--- config.mk ---
export PLATFORM = sky130hd
export DESIGN_NAME = cpu_register_file_flags
export DESIGN_NICKNAME = d
export VERILOG_FILES = /design/src/regfile_pkg.sv /design/src/gpr_bank.sv /design/src/cpu_register_file_flags.sv
export SDC_FILE = /design/constraint.sdc
export NUM_CORES = 1
export LEC_CHECK = 0
export BUFFER_PORTS_ARGS = -buffer_cell sky130_fd_sc_hd__buf_2
export CAP_MARGIN = 20
export CORE_ASPECT_RATIO = 1.2
export CORE_MARGIN = 2
export CORE_UTILIZATION = 40
export CTS_BUF_LIST = sky130_fd_sc_hd__clkbuf_2 sky130_fd_sc_hd__clkbuf_4 sky130_fd_sc_hd__clkbuf_8
export DETAILED_ROUTE_END_ITERATION = 8
export HOLD_SLACK_MARGIN = 0.08
export PLACE_DENSITY = 0.73
export SYNTH_ARGS = -nofsm -noshare
export SYNTH_HDL_FRONTEND = slang
export SYNTH_SLANG_ARGS = --single-unit
--- constraint.sdc ---
create_clock -name clk -period 3.9 [get_ports clk]
set_clock_uncertainty 0.05 [all_clocks]
set_input_delay 0.195 -clock clk [delete_from_list [all_inputs] [get_ports clk]]
set_output_delay 0.195 -clock clk [all_outputs]
set_load 0.01 [all_outputs]
--- src/regfile_pkg.sv ---
// Package with constants, types and operation codes for the core register file
package regfile_pkg;
    localparam int unsigned CLK_HZ = 40_000_000;
    localparam int unsigned CLK_PERIOD_NS = 1_000_000_000 / CLK_HZ;
    localparam logic [15:0] RESET_VECTOR_ADDR = 16'h0000;
    localparam int unsigned ADDR_BITS = 16;
    localparam logic [2:0] STACK_PAIR_IDX = 3'h7;
    localparam int unsigned FLAG_MASK_BIT = 7;
    localparam int unsigned FLAG_USER1_BIT = 6;
    localparam int unsigned FLAG_HALF_BIT = 5;
    localparam int unsigned FLAG_USER0_BIT = 4;
    localparam int unsigned FLAG_NEG_BIT = 3;
    localparam int unsigned FLAG_ZERO_BIT = 2;
    localparam int unsigned FLAG_OVF_BIT = 1;
    localparam int unsigned FLAG_CARRY_BIT = 0;
    localparam logic [7:0] FLAGS_RESET = 8'h80;
    localparam int unsigned MIN_STATES = 2;
    localparam int unsigned MAX_STATES = 4;

    typedef enum logic [3:0] {
        ALU_NONE = 4'h0, ALU_ADD = 4'h1, ALU_ADDX = 4'h2, ALU_SUB = 4'h3,
        ALU_SUBX = 4'h4, ALU_CMP = 4'h5, ALU_NEG = 4'h6, ALU_LOGIC = 4'h7,
        ALU_SHIFT = 4'h8, ALU_DAA = 4'h9, ALU_DAS = 4'ha, ALU_BITC = 4'hb
    } alu_op_t;

    typedef enum logic [2:0] {
        FLAG_OP_NONE = 3'h0, LOAD_FLAGS_OP = 3'h1, AND_FLAGS_OP = 3'h2,
        OR_FLAGS_OP = 3'h3, XOR_FLAGS_OP = 3'h4, RESTORE_FLAGS_OP = 3'h5
    } flag_op_t;

    typedef enum logic [1:0] {
        ACC_WORD = 2'h0, ACC_UPPER = 2'h1, ACC_LOWER = 2'h2
    } access_t;

    typedef enum logic [2:0] {
        ST_VEC = 3'b001, ST_RUN = 3'b010, ST_EXC = 3'b100
    } ctl_state_t;

    typedef struct packed {
        logic en;
        logic [2:0] pair;
        access_t size;
        logic [15:0] data;
    } gpr_write_t;

    typedef struct packed {
        logic en;
        alu_op_t op;
        logic word;
        logic [15:0] a;
        logic [15:0] b;
        logic [15:0] result;
        logic carry_in_bit;
        logic carry_valid;
    } alu_report_t;

    // Byte of a word pair as selected by access size
    function automatic logic [7:0] byte_sel(input logic [15:0] w, input access_t s);
        byte_sel = (s == ACC_UPPER) ? w[15:8] : w[7:0];
    endfunction

    function automatic logic [15:0] word_align(input logic [15:0] a);
        word_align = {a[15:1], 1'b0};
    endfunction
endpackage

--- src/gpr_bank.sv ---
// Sixteen byte registers organised as eight word pairs
`timescale 1ns/1ps
module gpr_bank
    import regfile_pkg::*;
(
    input wire logic clk,
    input wire gpr_write_t wr,
    input wire logic [2:0] rd_a_pair,
    input wire access_t rd_a_size,
    input wire logic [2:0] rd_b_pair,
    input wire access_t rd_b_size,
    input wire logic [2:0] addr_pair,
    output logic [15:0] rd_a_data,
    output logic [15:0] rd_b_data,
    output logic [15:0] addr_data,
    output logic [15:0] stack_top_pointer
);
    // No reset: contents are undefined after reset by design
    logic [7:0] upper_q [8];
    logic [7:0] lower_q [8];

    always_ff @(posedge clk)
    begin
        if (wr.en && wr.size != ACC_LOWER)
        begin
            upper_q[wr.pair] <= (wr.size == ACC_WORD) ? wr.data[15:8] : wr.data[7:0];
        end
    end

    always_ff @(posedge clk)
    begin
        if (wr.en && wr.size != ACC_UPPER)
        begin
            lower_q[wr.pair] <= wr.data[7:0];
        end
    end

    function automatic logic [15:0] rd(input logic [2:0] p, input access_t s);
        logic [15:0] w;
        w = {upper_q[p], lower_q[p]};
        rd = (s == ACC_WORD) ? w : {8'h00, byte_sel(w, s)};
    endfunction

    // Registered read data
    always_ff @(posedge clk)
    begin
        rd_a_data <= rd(rd_a_pair, rd_a_size);
        rd_b_data <= rd(rd_b_pair, rd_b_size);
        addr_data <= {upper_q[addr_pair], lower_q[addr_pair]};
        stack_top_pointer <= {upper_q[STACK_PAIR_IDX], lower_q[STACK_PAIR_IDX]};
    end
endmodule

--- src/cpu_register_file_flags.sv ---
// Register file, program counter and condition flags of the core
`timescale 1ns/1ps
module cpu_register_file_flags
    import regfile_pkg::*;
(
    input wire logic clk,
    input wire logic reset_n,
    input wire gpr_write_t gpr_wr,
    input wire logic [2:0] rd_a_pair,
    input wire access_t rd_a_size,
    input wire logic [2:0] rd_b_pair,
    input wire access_t rd_b_size,
    input wire logic [2:0] addr_pair,
    input wire logic [15:0] vector_data,
    input wire logic vector_valid,
    input wire logic pc_load,
    input wire logic [15:0] pc_load_value,
    input wire logic pc_advance,
    input wire logic exception_start,
    input wire alu_report_t alu,
    input wire flag_op_t flag_op,
    input wire logic [7:0] flag_operand,
    input wire logic [15:0] flag_restore_word,
    input wire logic [3:0] branch_cond,
    output logic [15:0] rd_a_data,
    output logic [15:0] rd_b_data,
    output logic [15:0] addr_out,
    output logic [15:0] stack_top_pointer,
    output logic [15:0] instruction_pointer,
    output logic [15:0] vector_addr,
    output logic vector_req,
    output logic [7:0] condition_flags,
    output logic [15:0] flags_push_word,
    output logic interrupts_masked,
    output logic half_carry,
    output logic branch_taken
);
    ctl_state_t state_q;
    logic [15:0] pc_q;
    logic [7:0] flags_q;
    logic [7:0] flags_d;
    logic [15:0] addr_word;
    logic upd_h, upd_n, upd_z, upd_v, upd_c;
    logic new_h, new_n, new_z, new_v, new_c;
    logic [16:0] sum17;
    logic [12:0] low13;
    logic [4:0] low5;
    logic [8:0] sum9;
    logic [15:0] res;
    logic cin;
    logic is_sub;

    gpr_bank u_bank (
        .clk(clk),
        .wr(gpr_wr),
        .rd_a_pair(rd_a_pair),
        .rd_a_size(rd_a_size),
        .rd_b_pair(rd_b_pair),
        .rd_b_size(rd_b_size),
        .addr_pair(addr_pair),
        .rd_a_data(rd_a_data),
        .rd_b_data(rd_b_data),
        .addr_data(addr_word),
        .stack_top_pointer(stack_top_pointer)
    );

    // Sixteen address bits cover the whole 64 kbyte space
    assign addr_out = addr_word;

    // Reset sequence: fetch the vector, then run
    always_ff @(posedge clk or negedge reset_n)
    begin
        if (!reset_n)
        begin
            state_q <= ST_VEC;
        end
        else
        begin
            unique case (state_q)
                ST_VEC: if (vector_valid) state_q <= ST_RUN;
                ST_RUN: if (exception_start) state_q <= ST_EXC;
                ST_EXC: state_q <= ST_RUN;
                default: state_q <= ST_VEC;
            endcase
        end
    end

    assign vector_req = (state_q == ST_VEC);
    assign vector_addr = RESET_VECTOR_ADDR;

    always_ff @(posedge clk or negedge reset_n)
    begin
        if (!reset_n)
        begin
            pc_q <= 16'h0000;
        end
        else if (state_q == ST_VEC)
        begin
            if (vector_valid)
            begin
                pc_q <= word_align(vector_data);
            end
        end
        else if (pc_load)
        begin
            pc_q <= word_align(pc_load_value);
        end
        else if (pc_advance)
        begin
            pc_q <= word_align(pc_q + 16'h0002);
        end
    end

    assign instruction_pointer = pc_q;

    // Arithmetic flag derivation from operands and result
    always_comb
    begin
        res = alu.result;
        cin = alu.carry_in_bit;
        is_sub = (alu.op == ALU_SUB) || (alu.op == ALU_SUBX) || (alu.op == ALU_CMP)
            || (alu.op == ALU_NEG);
        low5 = 5'h00;
        low13 = 13'h0000;
        sum9 = 9'h000;
        sum17 = 17'h00000;
        upd_h = 1'b0;
        upd_n = 1'b0;
        upd_z = 1'b0;
        upd_v = 1'b0;
        upd_c = 1'b0;
        new_h = flags_q[FLAG_HALF_BIT];
        new_n = alu.word ? res[15] : res[7];
        new_z = alu.word ? (res == 16'h0000) : (res[7:0] == 8'h00);
        new_v = 1'b0;
        new_c = flags_q[FLAG_CARRY_BIT];
        unique case (alu.op)
            ALU_ADD, ALU_ADDX, ALU_SUB, ALU_SUBX, ALU_CMP, ALU_NEG:
            begin
                if (!alu.word)
                begin
                    // Borrow out of bit 3 taken from the nibble difference
                    if (is_sub)
                    begin
                        low5 = {1'b0, alu.a[3:0]} - {1'b0, alu.b[3:0]}
                            - {4'h0, (alu.op == ALU_SUBX) & cin};
                        sum9 = {1'b0, alu.a[7:0]} - {1'b0, alu.b[7:0]}
                            - {8'h00, (alu.op == ALU_SUBX) & cin};
                        new_v = (alu.a[7] ^ alu.b[7]) & (alu.a[7] ^ res[7]);
                    end
                    else
                    begin
                        low5 = {1'b0, alu.a[3:0]} + {1'b0, alu.b[3:0]}
                            + {4'h0, (alu.op == ALU_ADDX) & cin};
                        sum9 = {1'b0, alu.a[7:0]} + {1'b0, alu.b[7:0]}
                            + {8'h00, (alu.op == ALU_ADDX) & cin};
                        new_v = ~(alu.a[7] ^ alu.b[7]) & (alu.a[7] ^ res[7]);
                    end
                    new_h = low5[4];
                    new_c = sum9[8];
                    upd_h = 1'b1;
                end
                else
                begin
                    if (is_sub)
                    begin
                        low13 = {1'b0, alu.a[11:0]} - {1'b0, alu.b[11:0]};
                        sum17 = {1'b0, alu.a} - {1'b0, alu.b};
                        new_v = (alu.a[15] ^ alu.b[15]) & (alu.a[15] ^ res[15]);
                    end
                    else
                    begin
                        low13 = {1'b0, alu.a[11:0]} + {1'b0, alu.b[11:0]};
                        sum17 = {1'b0, alu.a} + {1'b0, alu.b};
                        new_v = ~(alu.a[15] ^ alu.b[15]) & (alu.a[15] ^ res[15]);
                    end
                    new_h = low13[12];
                    new_c = sum17[16];
                    upd_h = 1'b1;
                end
                upd_n = 1'b1;
                upd_z = 1'b1;
                upd_v = 1'b1;
                upd_c = 1'b1;
            end
            ALU_LOGIC:
            begin
                upd_n = 1'b1;
                upd_z = 1'b1;
                upd_v = 1'b1;
            end
            ALU_SHIFT:
            begin
                new_c = cin;
                upd_n = 1'b1;
                upd_z = 1'b1;
                upd_v = 1'b1;
                upd_c = alu.carry_valid;
            end
            ALU_DAA, ALU_DAS:
            begin
                // Adjuster reads half_carry; carry is its decimal carry out
                new_c = cin;
                upd_n = 1'b1;
                upd_z = 1'b1;
                upd_c = 1'b1;
            end
            ALU_BITC:
            begin
                new_c = cin;
                upd_c = 1'b1;
            end
            default:
            begin
            end
        endcase
    end

    // Flag register next value; untouched bits hold
    always_comb
    begin
        flags_d = flags_q;
        unique case (flag_op)
            LOAD_FLAGS_OP: flags_d = flag_operand;
            AND_FLAGS_OP: flags_d = flags_q & flag_operand;
            OR_FLAGS_OP: flags_d = flags_q | flag_operand;
            XOR_FLAGS_OP: flags_d = flags_q ^ flag_operand;
            RESTORE_FLAGS_OP: flags_d = flag_restore_word[15:8];
            default:
            begin
                if (alu.en)
                begin
                    if (upd_h) flags_d[FLAG_HALF_BIT] = new_h;
                    if (upd_n) flags_d[FLAG_NEG_BIT] = new_n;
                    if (upd_z) flags_d[FLAG_ZERO_BIT] = new_z;
                    if (upd_v) flags_d[FLAG_OVF_BIT] = new_v;
                    if (upd_c) flags_d[FLAG_CARRY_BIT] = new_c;
                end
            end
        endcase
        // Exception entry wins over a software clear of the mask
        if (exception_start)
        begin
            flags_d[FLAG_MASK_BIT] = 1'b1;
        end
    end

    always_ff @(posedge clk or negedge reset_n)
    begin
        if (!reset_n)
        begin
            flags_q <= FLAGS_RESET;
        end
        else
        begin
            flags_q <= flags_d;
        end
    end

    assign condition_flags = flags_q;
    assign flags_push_word = {flags_q, flags_q};
    assign interrupts_masked = flags_q[FLAG_MASK_BIT];
    assign half_carry = flags_q[FLAG_HALF_BIT];

    // Branch condition decode over N, Z, V, C
    function automatic logic cond_eval(input logic [3:0] cc, input logic [7:0] f);
        logic n, z, v, c, r;
        n = f[FLAG_NEG_BIT];
        z = f[FLAG_ZERO_BIT];
        v = f[FLAG_OVF_BIT];
        c = f[FLAG_CARRY_BIT];
        unique case (cc[3:1])
            3'h0: r = 1'b1;
            3'h1: r = ~(c | z);
            3'h2: r = ~c;
            3'h3: r = ~z;
            3'h4: r = ~v;
            3'h5: r = ~n;
            3'h6: r = ~(n ^ v);
            default: r = ~(z | (n ^ v));
        endcase
        cond_eval = cc[0] ? ~r : r;
    endfunction

    assign branch_taken = cond_eval(branch_cond, flags_q);
endmodule

# Word-level counts from Yosys, hierarchy flattened
# Memories as Yosys holds them, arrays and structs flattened. A register that Yosys moved wholly into a read port is not among the register bits.
# Cells that the tools add are included.
# W data, S select, Z words.
# word_totals
reg_bits	59
ramBits	128
in_bits	160
output_inout_bits	124
word_cells	164
n_memories	2
# op_classes
addsub	13
n_eq_ne	31
muxes	48
bitwise_logic	26
reduce_logical	32
# mem_list
name	words	width	rd	rd_ports_with_merged_regs	write_ports	line	text
u_bank.lower_q	8	8	4	2	1	gpr_bank.sv:20	logic [7:0] lower_q [8];
u_bank.upper_q	8	8	4	2	1	gpr_bank.sv:19	logic [7:0] upper_q [8];
# op_table
cell	count
$mux W16	4
$reduce_bool A6 Y1	7
$mux W8	5
$mux W1	24
$pmux W4 S5	1
$eq A3 B3 Y1 const B	6
$add A16 B16 Y17	1
$mux W17	1
$sub A16 B16 Y17	1
$add A16 B2 Y16 const B	1
$eq A4 B3 Y1 const B	4
$eq A4 B4 Y1 const B	4
$logic_not A16 Y1	1
$eq A3 B2 Y1 const B	5
$add A12 B12 Y13	1
$mux W13	1
$sub A12 B12 Y13	1
$not A1 Y1	10
$pmux W1 S5	2
$pmux W2 S5	1
$reduce_or A10 Y1	1
$add A8 B8 Y9	1
$add A9 B1 Y9	1
$eq A3 B1 Y1 const B	3
38 further kinds	63

# Depth between registers and ports, before layout
# Gate-level depths: netlist of the first run.
# logic_depth
depth_word	10
depth_mapped	14
ltp_nobuf	14

# Cells and area by module
# From an unflattened synthesis of the first run, not the netlist that was laid out.
# hier_totals
hier_cells	971
area_unflattened_um2	12508.2
# by_module_without_submodules
mod	instances	cells_each	area_each_um2	seq_area_each_um2
gpr_bank	1	460	8548.2	5124.9
cpu_register_file_flags	1	511	3960.0	653.1

# Worst setup path after synthesis of the first run
# OpenSTA, ideal clock, no wires.
# synth_path
kind	input to register
start	input alu[22] in the netlist's numbering
end	register flags_q[0], in the netlist condition_flags[0]
setup_ps	139
arrival_ps	2725
required_ps	3711
setup_slack_ps	985
cell_stages	13
n_path_buf	0
cell_sequence	or3_4 -> nor3_2 -> nand3_1 -> or2_1 -> o41ai_4 -> xor2_1 -> ha_1 -> nand4_1 -> a2111oi_0 -> nor3_1 -> a31o_2 -> nor3_1 -> o211ai_1
# synth_via
elab_chain_len	8
elab_cells_between_ends	13
cone_classes	6 x add/sub; 7 x mux
# synth_rtl
item	line	text
start, declared	cpu_register_file_flags.sv:20	input wire alu_report_t alu,
$add A8 B8 Y9 / $sub A8 B8 Y9 (equally long branches)	cpu_register_file_flags.sv:155, cpu_register_file_flags.sv:147	
$add A9 B1 Y9 / $sub A9 B1 Y9 (equally long branches)	cpu_register_file_flags.sv:156, cpu_register_file_flags.sv:148	
$mux W9	cpu_register_file_flags.sv:143	if (is_sub)
$mux W1 *	cpu_register_file_flags.sv:140	if (!alu.word)
$pmux W1 S2 *	cpu_register_file_flags.sv:137	unique case (alu.op)
$mux W1 *	cpu_register_file_flags.sv:237	if (upd_c) flags_d[FLAG_CARRY_BIT] = new_c;
$mux W4 *	cpu_register_file_flags.sv:231	if (alu.en)
$pmux W4 S5 *	cpu_register_file_flags.sv:223	unique case (flag_op)
end signal, assigned	cpu_register_file_flags.sv:256	flags_q <= flags_d;
end, declared	cpu_register_file_flags.sv:40	logic [7:0] flags_q;
# Every way passes the cells marked *; elsewhere a longest branch is shown, timed or not. The select of a mux whose other input is x is not followed.
# A chain may end at the register's enable or synchronous reset.

# Worst setup path after layout of the first run
# layout_path
start	input alu[20] in the netlist's numbering
end	register flags_q[5], in the netlist condition_flags[5]
# layout_via
elab_chain_len	8
elab_cells_between_ends	13
cone_classes	6 x add/sub; 7 x mux
# layout_rtl
item	line	text
$add A4 B4 Y5 / $sub A4 B4 Y5 (equally long branches)	cpu_register_file_flags.sv:153, cpu_register_file_flags.sv:145	
$add A5 B1 Y5 / $sub A5 B1 Y5 (equally long branches)	cpu_register_file_flags.sv:154, cpu_register_file_flags.sv:146	
$mux W5	cpu_register_file_flags.sv:143	
$mux W1 *	cpu_register_file_flags.sv:140	
$mux W1 *	cpu_register_file_flags.sv:137	
$mux W1 *	cpu_register_file_flags.sv:233	if (upd_h) flags_d[FLAG_HALF_BIT] = new_h;
$mux W1 *	cpu_register_file_flags.sv:231	
$pmux W1 S5 *	cpu_register_file_flags.sv:223	
# Marked as above.

==> results.py, run 1 <==
metrics = {
    "run_status": {
        "status": "completed",
    },
    "global_route": {
        "grt_max_degree": 33,
        "overflow": 0,
        "grt_pass1_wl_um": 50400,
        "antenna_found_initial": 6,
        "grt.total_usage_pct": 20.3,
        "grt_pass1_vias": 9544,
    },
    "floorplanning": {
        "num_rows": 70,
        "die_w_um": 164,
        "io_pins": 284,
        "start_util_pct": 40.5,
        "die_h_um": 196,
        "coreArea_sq_mm": 0.0304,
        "fp.dieArea_sq_mm": 0.0322,
    },
    "clock_network": {
        "cts.sinks": 218,
        "htree_num_levels": 2,
        "insertion_delay_ns": 0.55,
        "cts_tree": "done",
        "path_clk_slew_ns": 0.06,
        "numCtsBuffers": 35,
        "ctsResizeCount": 0,
        "clockBufferDepth": 3,
        "clockRootBuffer": "clkbuf_8",
    },
    "placement": {
        "hpwl_um": 23100,
        "globalplace.congestion": 0.942,
        "port_buffers": 256,
    },
    "synthesis": {
        "synth.most_common_cell": "edfxtp_1",
        "yosys.area.top_type": "edfxtp_1",
        "synthDistinctLibCells": 63,
        "synth_flop_cell": "edfxtp_1",
        "synthArstFlopShare_pct": 11.9,
        "synthAdderAreaFrac_pct": 5.59,
        "yosys.area_share.simple_pct": 8.62,
        "syn_inst": 979,
        "synth.cell_area_sq_mm": 0.0123,
        "synth_top_family_by_area": "multiplexers",
        "yosysSeqAreaShare_pct": 46.9,
        "synth_top_area_share_pct": 31.2,
        "synthMuxAreaShare_pct": 22.8,
        "synth_area_leaders": "edfxtp_1, mux4_2, dfxtp_1, ha_1, dfrtp_1",
        "ys_seq_elements": 218,
        "yosys.area_share.xor_xnor_pct": 2.56,
        "yosysWarnings": 0,
        "syn_area_per_cell_sq_um": 12.6,
        "synth_edf_count": 128,
        "ys_top_cells_by_count": "edfxtp_1, mux4_2, nor2_1",
        "synth-compound-area-share_pct": 8.31,
    },
    "routing": {
        "remaining_drc_errors": 0,
        "dr.first_iter.drc_count": 619,
        "first_pass_iters": 7,
        "routedWlPerCell_um": 19.3,
        "wl_um": 32800,
        "via_per_inst": 5.47,
        "vias": 9283,
        "drt.antenna.violating_nets": 0,
    },
    "layout": {
        "syn_to_final_growth_pct": 23.6,
        "n_fill_cell": 2562,
        "regArea_sq_mm": 0.00578,
        "layout.nets": 1488,
        "multiInputGateArea_sq_mm": 0.00598,
        "drive_gt1_share_pct": 35.8,
    },
    "timing": {
        "finalCriticalPeriod_ns": 3.37,
        "hold_violations": 0,
        "maxSlewViolCount": 0,
        "setup_violations": 0,
        "relSlewSlack_pct": 28.9,
        "worstMarginPinSlew_ns": 1.06,
        "rsz0062_at_grt": "false",
        "final.setup.tns_ns": 0,
        "fmax_mhz": 296,
        "period_share_pct": 86.5,
        "holdWs_ns": 0.0948,
    },
    "power": {
        "leakagePower_uw": 0.00612,
        "p_total_uw": 6780,
        "max-vdd-ir-drop_uv": 262,
        "p_per_area_mw_per_mm2": 446,
    },
    "worst_setup_path": {
        "worstSetupPathType": "input pin to flip-flop",
        "crit_required_ns": 4.31,
        "worstPathArrival_ns": 3.79,
        "path_max_fanout": 6,
        "end_kind": "flip-flop",
        "startpoint_type": "input pin",
    },
    "min_path": {
        "holdCritPathClass": "input pin to flip-flop",
    },
    "flow_run": {
        "maxCapViolations": 0,
    },
}
[power by group]
part | total, uW | switching, uW | internal (uW)
Clock | 2240 | 936 | 1310
Sequential | 2830 | 186 | 2650
Combinational | 1710 | 881 | 825
[state kept, by name, indices dropped and copies added (netlist names)]
name                      flops
u_bank.lower_q               64
u_bank.upper_q               64
u_bank.addr_data             16
u_bank.rd_b_data             16
u_bank.stack_top_pointer     16
instruction_pointer          15
state_q                       3
u_bank.rd_a_data             16
condition_flags               8
[logic make-up after synthesis]
family,count (synthesis)
AOI/OAI and AO/OA,163
xor gates and xnor gates,36
adders and majority gates,55
buffers and inverters,129
DFF,218
muxes,154
other,1
and+or+nand+nor,223
[stage by stage]
stage	instances	cell area (sq um)	utilization, %	worst slack (ns)
final	1697	15200	50.1	0.525
after global routing	1697	15200	50.1	0.251
after CTS	1696	15200	50.1	0.583
after detailed placement	1565	13700	45.2	0.512
after global placement	1565	13700	45.2	0.506
after floorplan	995	12400	-	0.985
[worst max-delay path, cell delays in order]
cell           delay, ns
buf_2               0.16
or3_4               0.39
nor3_2              0.12
nand3_1             0.11
or2_1               0.26
o41ai_4             0.31
xor2_1              0.19
ha_1                0.27
a21oi_1             0.15
o21ai_0             0.11
nor3_1              0.43
xor2_1              0.19
a21oi_1             0.08
o31ai_1             0.23
dlygate4sd3_1       0.59
[layout by cell type (no fill, tap or decap), types with 38 or more instances in the layout]
cell type and n:
inv_1 40, nand2_1 60, buf_2 256, a21oi_1 53
edfxtp_1 128, mux4_2 97, ha_1 55, o21ai_0 38
dfxtp_1 64, dlygate4sd3_1 67, clkbuf_8 41, nor2_1 72
[metal layers]
layer | routed length, um | share of wire, % | vias up | global-route usage (%)
met4 | 1270 | 3.9 | 10 | 8.97
met3 | 2540 | 7.7 | 93 | 4.14
met5 | 76 | 0.23 | - | 0
li1 | - | - | 4242 | -
met2 | 17200 | 52 | 409 | 36.5
met1 | 11800 | 36 | 4529 | 23.1
[final timing paths]
path | from | to | slack (ns) | cells past startpoint
min | flag_restore_word[14] | condition_flags[6] | 0.09 | 5
max in group asynchronous | reset_n | condition_flags[1] | 3.20 | 2
max | alu[20] | condition_flags[5] | 0.53 | 15
max reg2reg | state_q[1] | instruction_pointer[1] | 0.61 | 8
min reg2reg | u_bank.lower_q[7][4] | u_bank.stack_top_pointer[4] | 0.36 | 0
min in group asynchronous | reset_n | condition_flags[4] | 0.17 | 2
[layout make-up]
class / instances / share of cell area, %
multi-input combinational: 648 / 39.3
sequential: 218 / 38.0
timing repair buffer: 329 / 13.1
clock buffer: 48 / 4.05
tap: 396 / 3.26
clock inverter: 16 / 1.28
inverter: 41 / 1.01
antenna: 1 / 0.0164
[timing repair]
item	CTS	global route
endpoints found under the hold margin	194	0
hold buffers	67	0
setup endpoints to repair	0	0
setup buffers	0	0
Power figures use the tool's default switching activity.
==> inputs of run 2 (changes only) <==
BUFFER_PORTS_ARGS = unset   (was -buffer_cell sky130_fd_sc_hd__buf_2)
DONT_BUFFER_PORTS = 1   (was unset)
PLACE_DENSITY = 0.65   (was 0.73)
==> results.py, run 2 (same netlist as run 1, synthesis figures left out) <==
metrics = {
    "layout": {
        "drive_gt1_share_pct": 19.5,
        "largest_registers": "u_bank.lower_q x64, u_bank.upper_q x64",
        "syn_to_final_growth_pct": 16.7,
        "n_fill_cell": 2638,
        "instances_no_fill": 1483,
        "layout.nets": 1273,
        "final_cell_mix": "edfxtp_1, dlygate4sd3_1, mux4_2",
        "layout_commonest_cell": "edfxtp_1",
    },
    "floorplanning": {
        "io_pins": 284,
        "fp.dieArea_sq_mm": 0.0322,
        "die_w_um": 164,
        "die_h_um": 196,
        "num_rows": 70,
        "coreArea_sq_mm": 0.0304,
        "start_util_pct": 40.5,
    },
    "worst_setup_path": {
        "crit_path_max_incr_delay_ns": 0.74,
        "worstPathArrival_ns": 3.83,
        "crit_required_ns": 4.32,
        "end_kind": "flip-flop",
        "r2r_slack_ns": 0.49,
        "critical_path.top_delay_family": "simple AND/OR/NAND/NOR gates",
        "worstSetupPathType": "flip-flop to flip-flop",
        "timing.reg2reg.worst_path_depth": 8,
        "endpoint": "instruction_pointer[1]",
        "startpoint": "state_q[1]",
        "crit_chain": "nor2_1 -> nand2_1 -> inv_1 -> nand2_1 -> and2_1 -> a21oi_1 -> a221oi_1 -> dlygate4sd3_1",
        "cpMostUsedCell": "nand2_1",
        "path_max_fanout": 29,
        "startpoint_type": "flip-flop",
        "crit_buf_inv": 2,
        "cpMaxStageDelayCell": "and2_1",
        "timing.rr.start": "state_q[1]",
        "r2r-end": "instruction_pointer[1]",
        "worst-path-stages": 8,
    },
    "clock_network": {
        "path_clk_slew_ns": 0.06,
        "clockBufferDepth": 3,
        "clockRootBuffer": "clkbuf_8",
        "cts.sinks": 218,
        "postCtsSetupBuffers": 0,
        "numCtsBuffers": 35,
        "ctsResizeCount": 0,
        "htree_num_levels": 2,
        "insertion_delay_ns": 0.54,
        "cts_tree": "done",
        "holdBufCountCts": 112,
    },
    "timing": {
        "hold_violations": 0,
        "period_share_pct": 87.5,
        "holdWs_ns": 0.0797,
        "finalCriticalPeriod_ns": 3.41,
        "setup_violations": 0,
        "maxSlewViolCount": 0,
        "worstMarginPinSlew_ns": 1.14,
        "rsz0062_at_grt": "false",
        "final.setup.tns_ns": 0,
        "fmax_mhz": 293,
        "relSlewSlack_pct": 23.5,
    },
    "placement": {
        "hpwl_um": 21800,
        "dp_cells": 1304,
        "globalplace.congestion": 0.854,
        "port_buffers": 0,
    },
    "global_route": {
        "grt_pass1_vias": 8727,
        "antenna_found_initial": 4,
        "overflow": 0,
        "grt.total_usage_pct": 20.9,
        "grt_max_degree": 33,
        "grt_pass1_wl_um": 50600,
    },
    "routing": {
        "drt.antenna.violating_nets": 0,
        "wl_um": 33500,
        "routedWlPerCell_um": 22.6,
        "dr.first_iter.drc_count": 571,
        "via_per_inst": 5.71,
        "vias": 8461,
        "remaining_drc_errors": 0,
        "first_pass_iters": 5,
    },
    "power": {
        "clkPwrFrac_pct": 32.7,
        "p_total_uw": 6410,
        "leakagePower_uw": 0.00529,
        "internal-power_uw": 4530,
        "p_per_area_mw_per_mm2": 446,
        "power_frac_comb_pct": 21.3,
        "p_seq_share_pct": 46.0,
        "switchingPower_uw": 1880,
        "max-vdd-ir-drop_uv": 293,
        "swShare_pct": 29.4,
    },
    "flow_run": {
        "maxCapViolations": 0,
    },
    "min_path": {
        "holdCritPathClass": "input pin to flip-flop",
    },
    "run_status": {
        "status": "completed",
    },
}
run 2: cell types whose count changed in the layout (fill, tap and decap cells not counted), moves of 4 or more:
cell	delta
dlygate4sd3_1	+39
clkbuf_4	+4
buf_12	+6
buf_2	-256
buf_4	-5
run 2: cell type report:
| class | count | area, sq um | share of cell area (%) |
|---|---|---|---|
| clock buffers | 50 | 619 | 4.31 |
| well taps | 396 | 495 | 3.45 |
| repair buffers | 114 | 1220 | 8.46 |
| diodes | 2 | 5.00 | 0.0348 |
| clock inverters | 14 | 126 | 0.879 |
| inverters | 41 | 154 | 1.07 |
| flip-flops and latches | 218 | 5780 | 40.2 |
| multi-input cells | 648 | 5980 | 41.6 |
run 2: how the worst min path moves through the flow:
stage	cells after the start	start	slack, ns	to
floorplan	0	reset_n	-0.15	condition_flags[0]
global placement	0	reset_n	-0.15	instruction_pointer[14]
detailed placement	0	reset_n	-0.15	instruction_pointer[14]
CTS	3	rd_b_pair[1]	0.08	u_bank.rd_b_data[12]
global route	3	rd_b_pair[1]	0.08	u_bank.rd_b_data[9]
finish	3	rd_b_pair[0]	0.08	u_bank.rd_b_data[1]
run 2: power by group through the flow:
stage | sequential, uW | clock [uW] | combinational, uW
2_1_floorplan | 2900 | 0 | 983
3_3_place_gp | 2990 | 0 | 997
3_5_place_dp | 3000 | 0 | 1020
4_1_cts | 2950 | 2130 | 1350
5_1_grt | 2970 | 2240 | 1510
6_report | 2950 | 2100 | 1370
run 2: through the flow:
| step | utilization (%) | instance area [sq um] | setup WS, ns |
|---|---|---|---|
| 2_1_floorplan | - | 12400 | 0.985 |
| 3_3_place_gp | 40.8 | 12400 | 0.651 |
| 3_5_place_dp | 40.8 | 12400 | 0.634 |
| 4_1_cts | 47.2 | 14400 | 0.554 |
| 5_1_grt | 47.3 | 14400 | 0.110 |
| 6_report | 47.3 | 14400 | 0.488 |
run 2: metal layers:
layer | vias to the layer above | share of wire [%] | track usage (%)
met1 | 4224 | 37 | 24.4
met4 | 4 | 3.1 | 7.44
met5 | - | 0.054 | 0
met3 | 66 | 8.0 | 5.01
met2 | 347 | 52 | 37.0
li1 | 3820 | - | -
run 2: tightest hold or removal path, delay by kind of cell:
family / cells / cell delay, ns
AOI/OAI and AO/OA: 2 / 0.22
muxes: 1 / 0.19
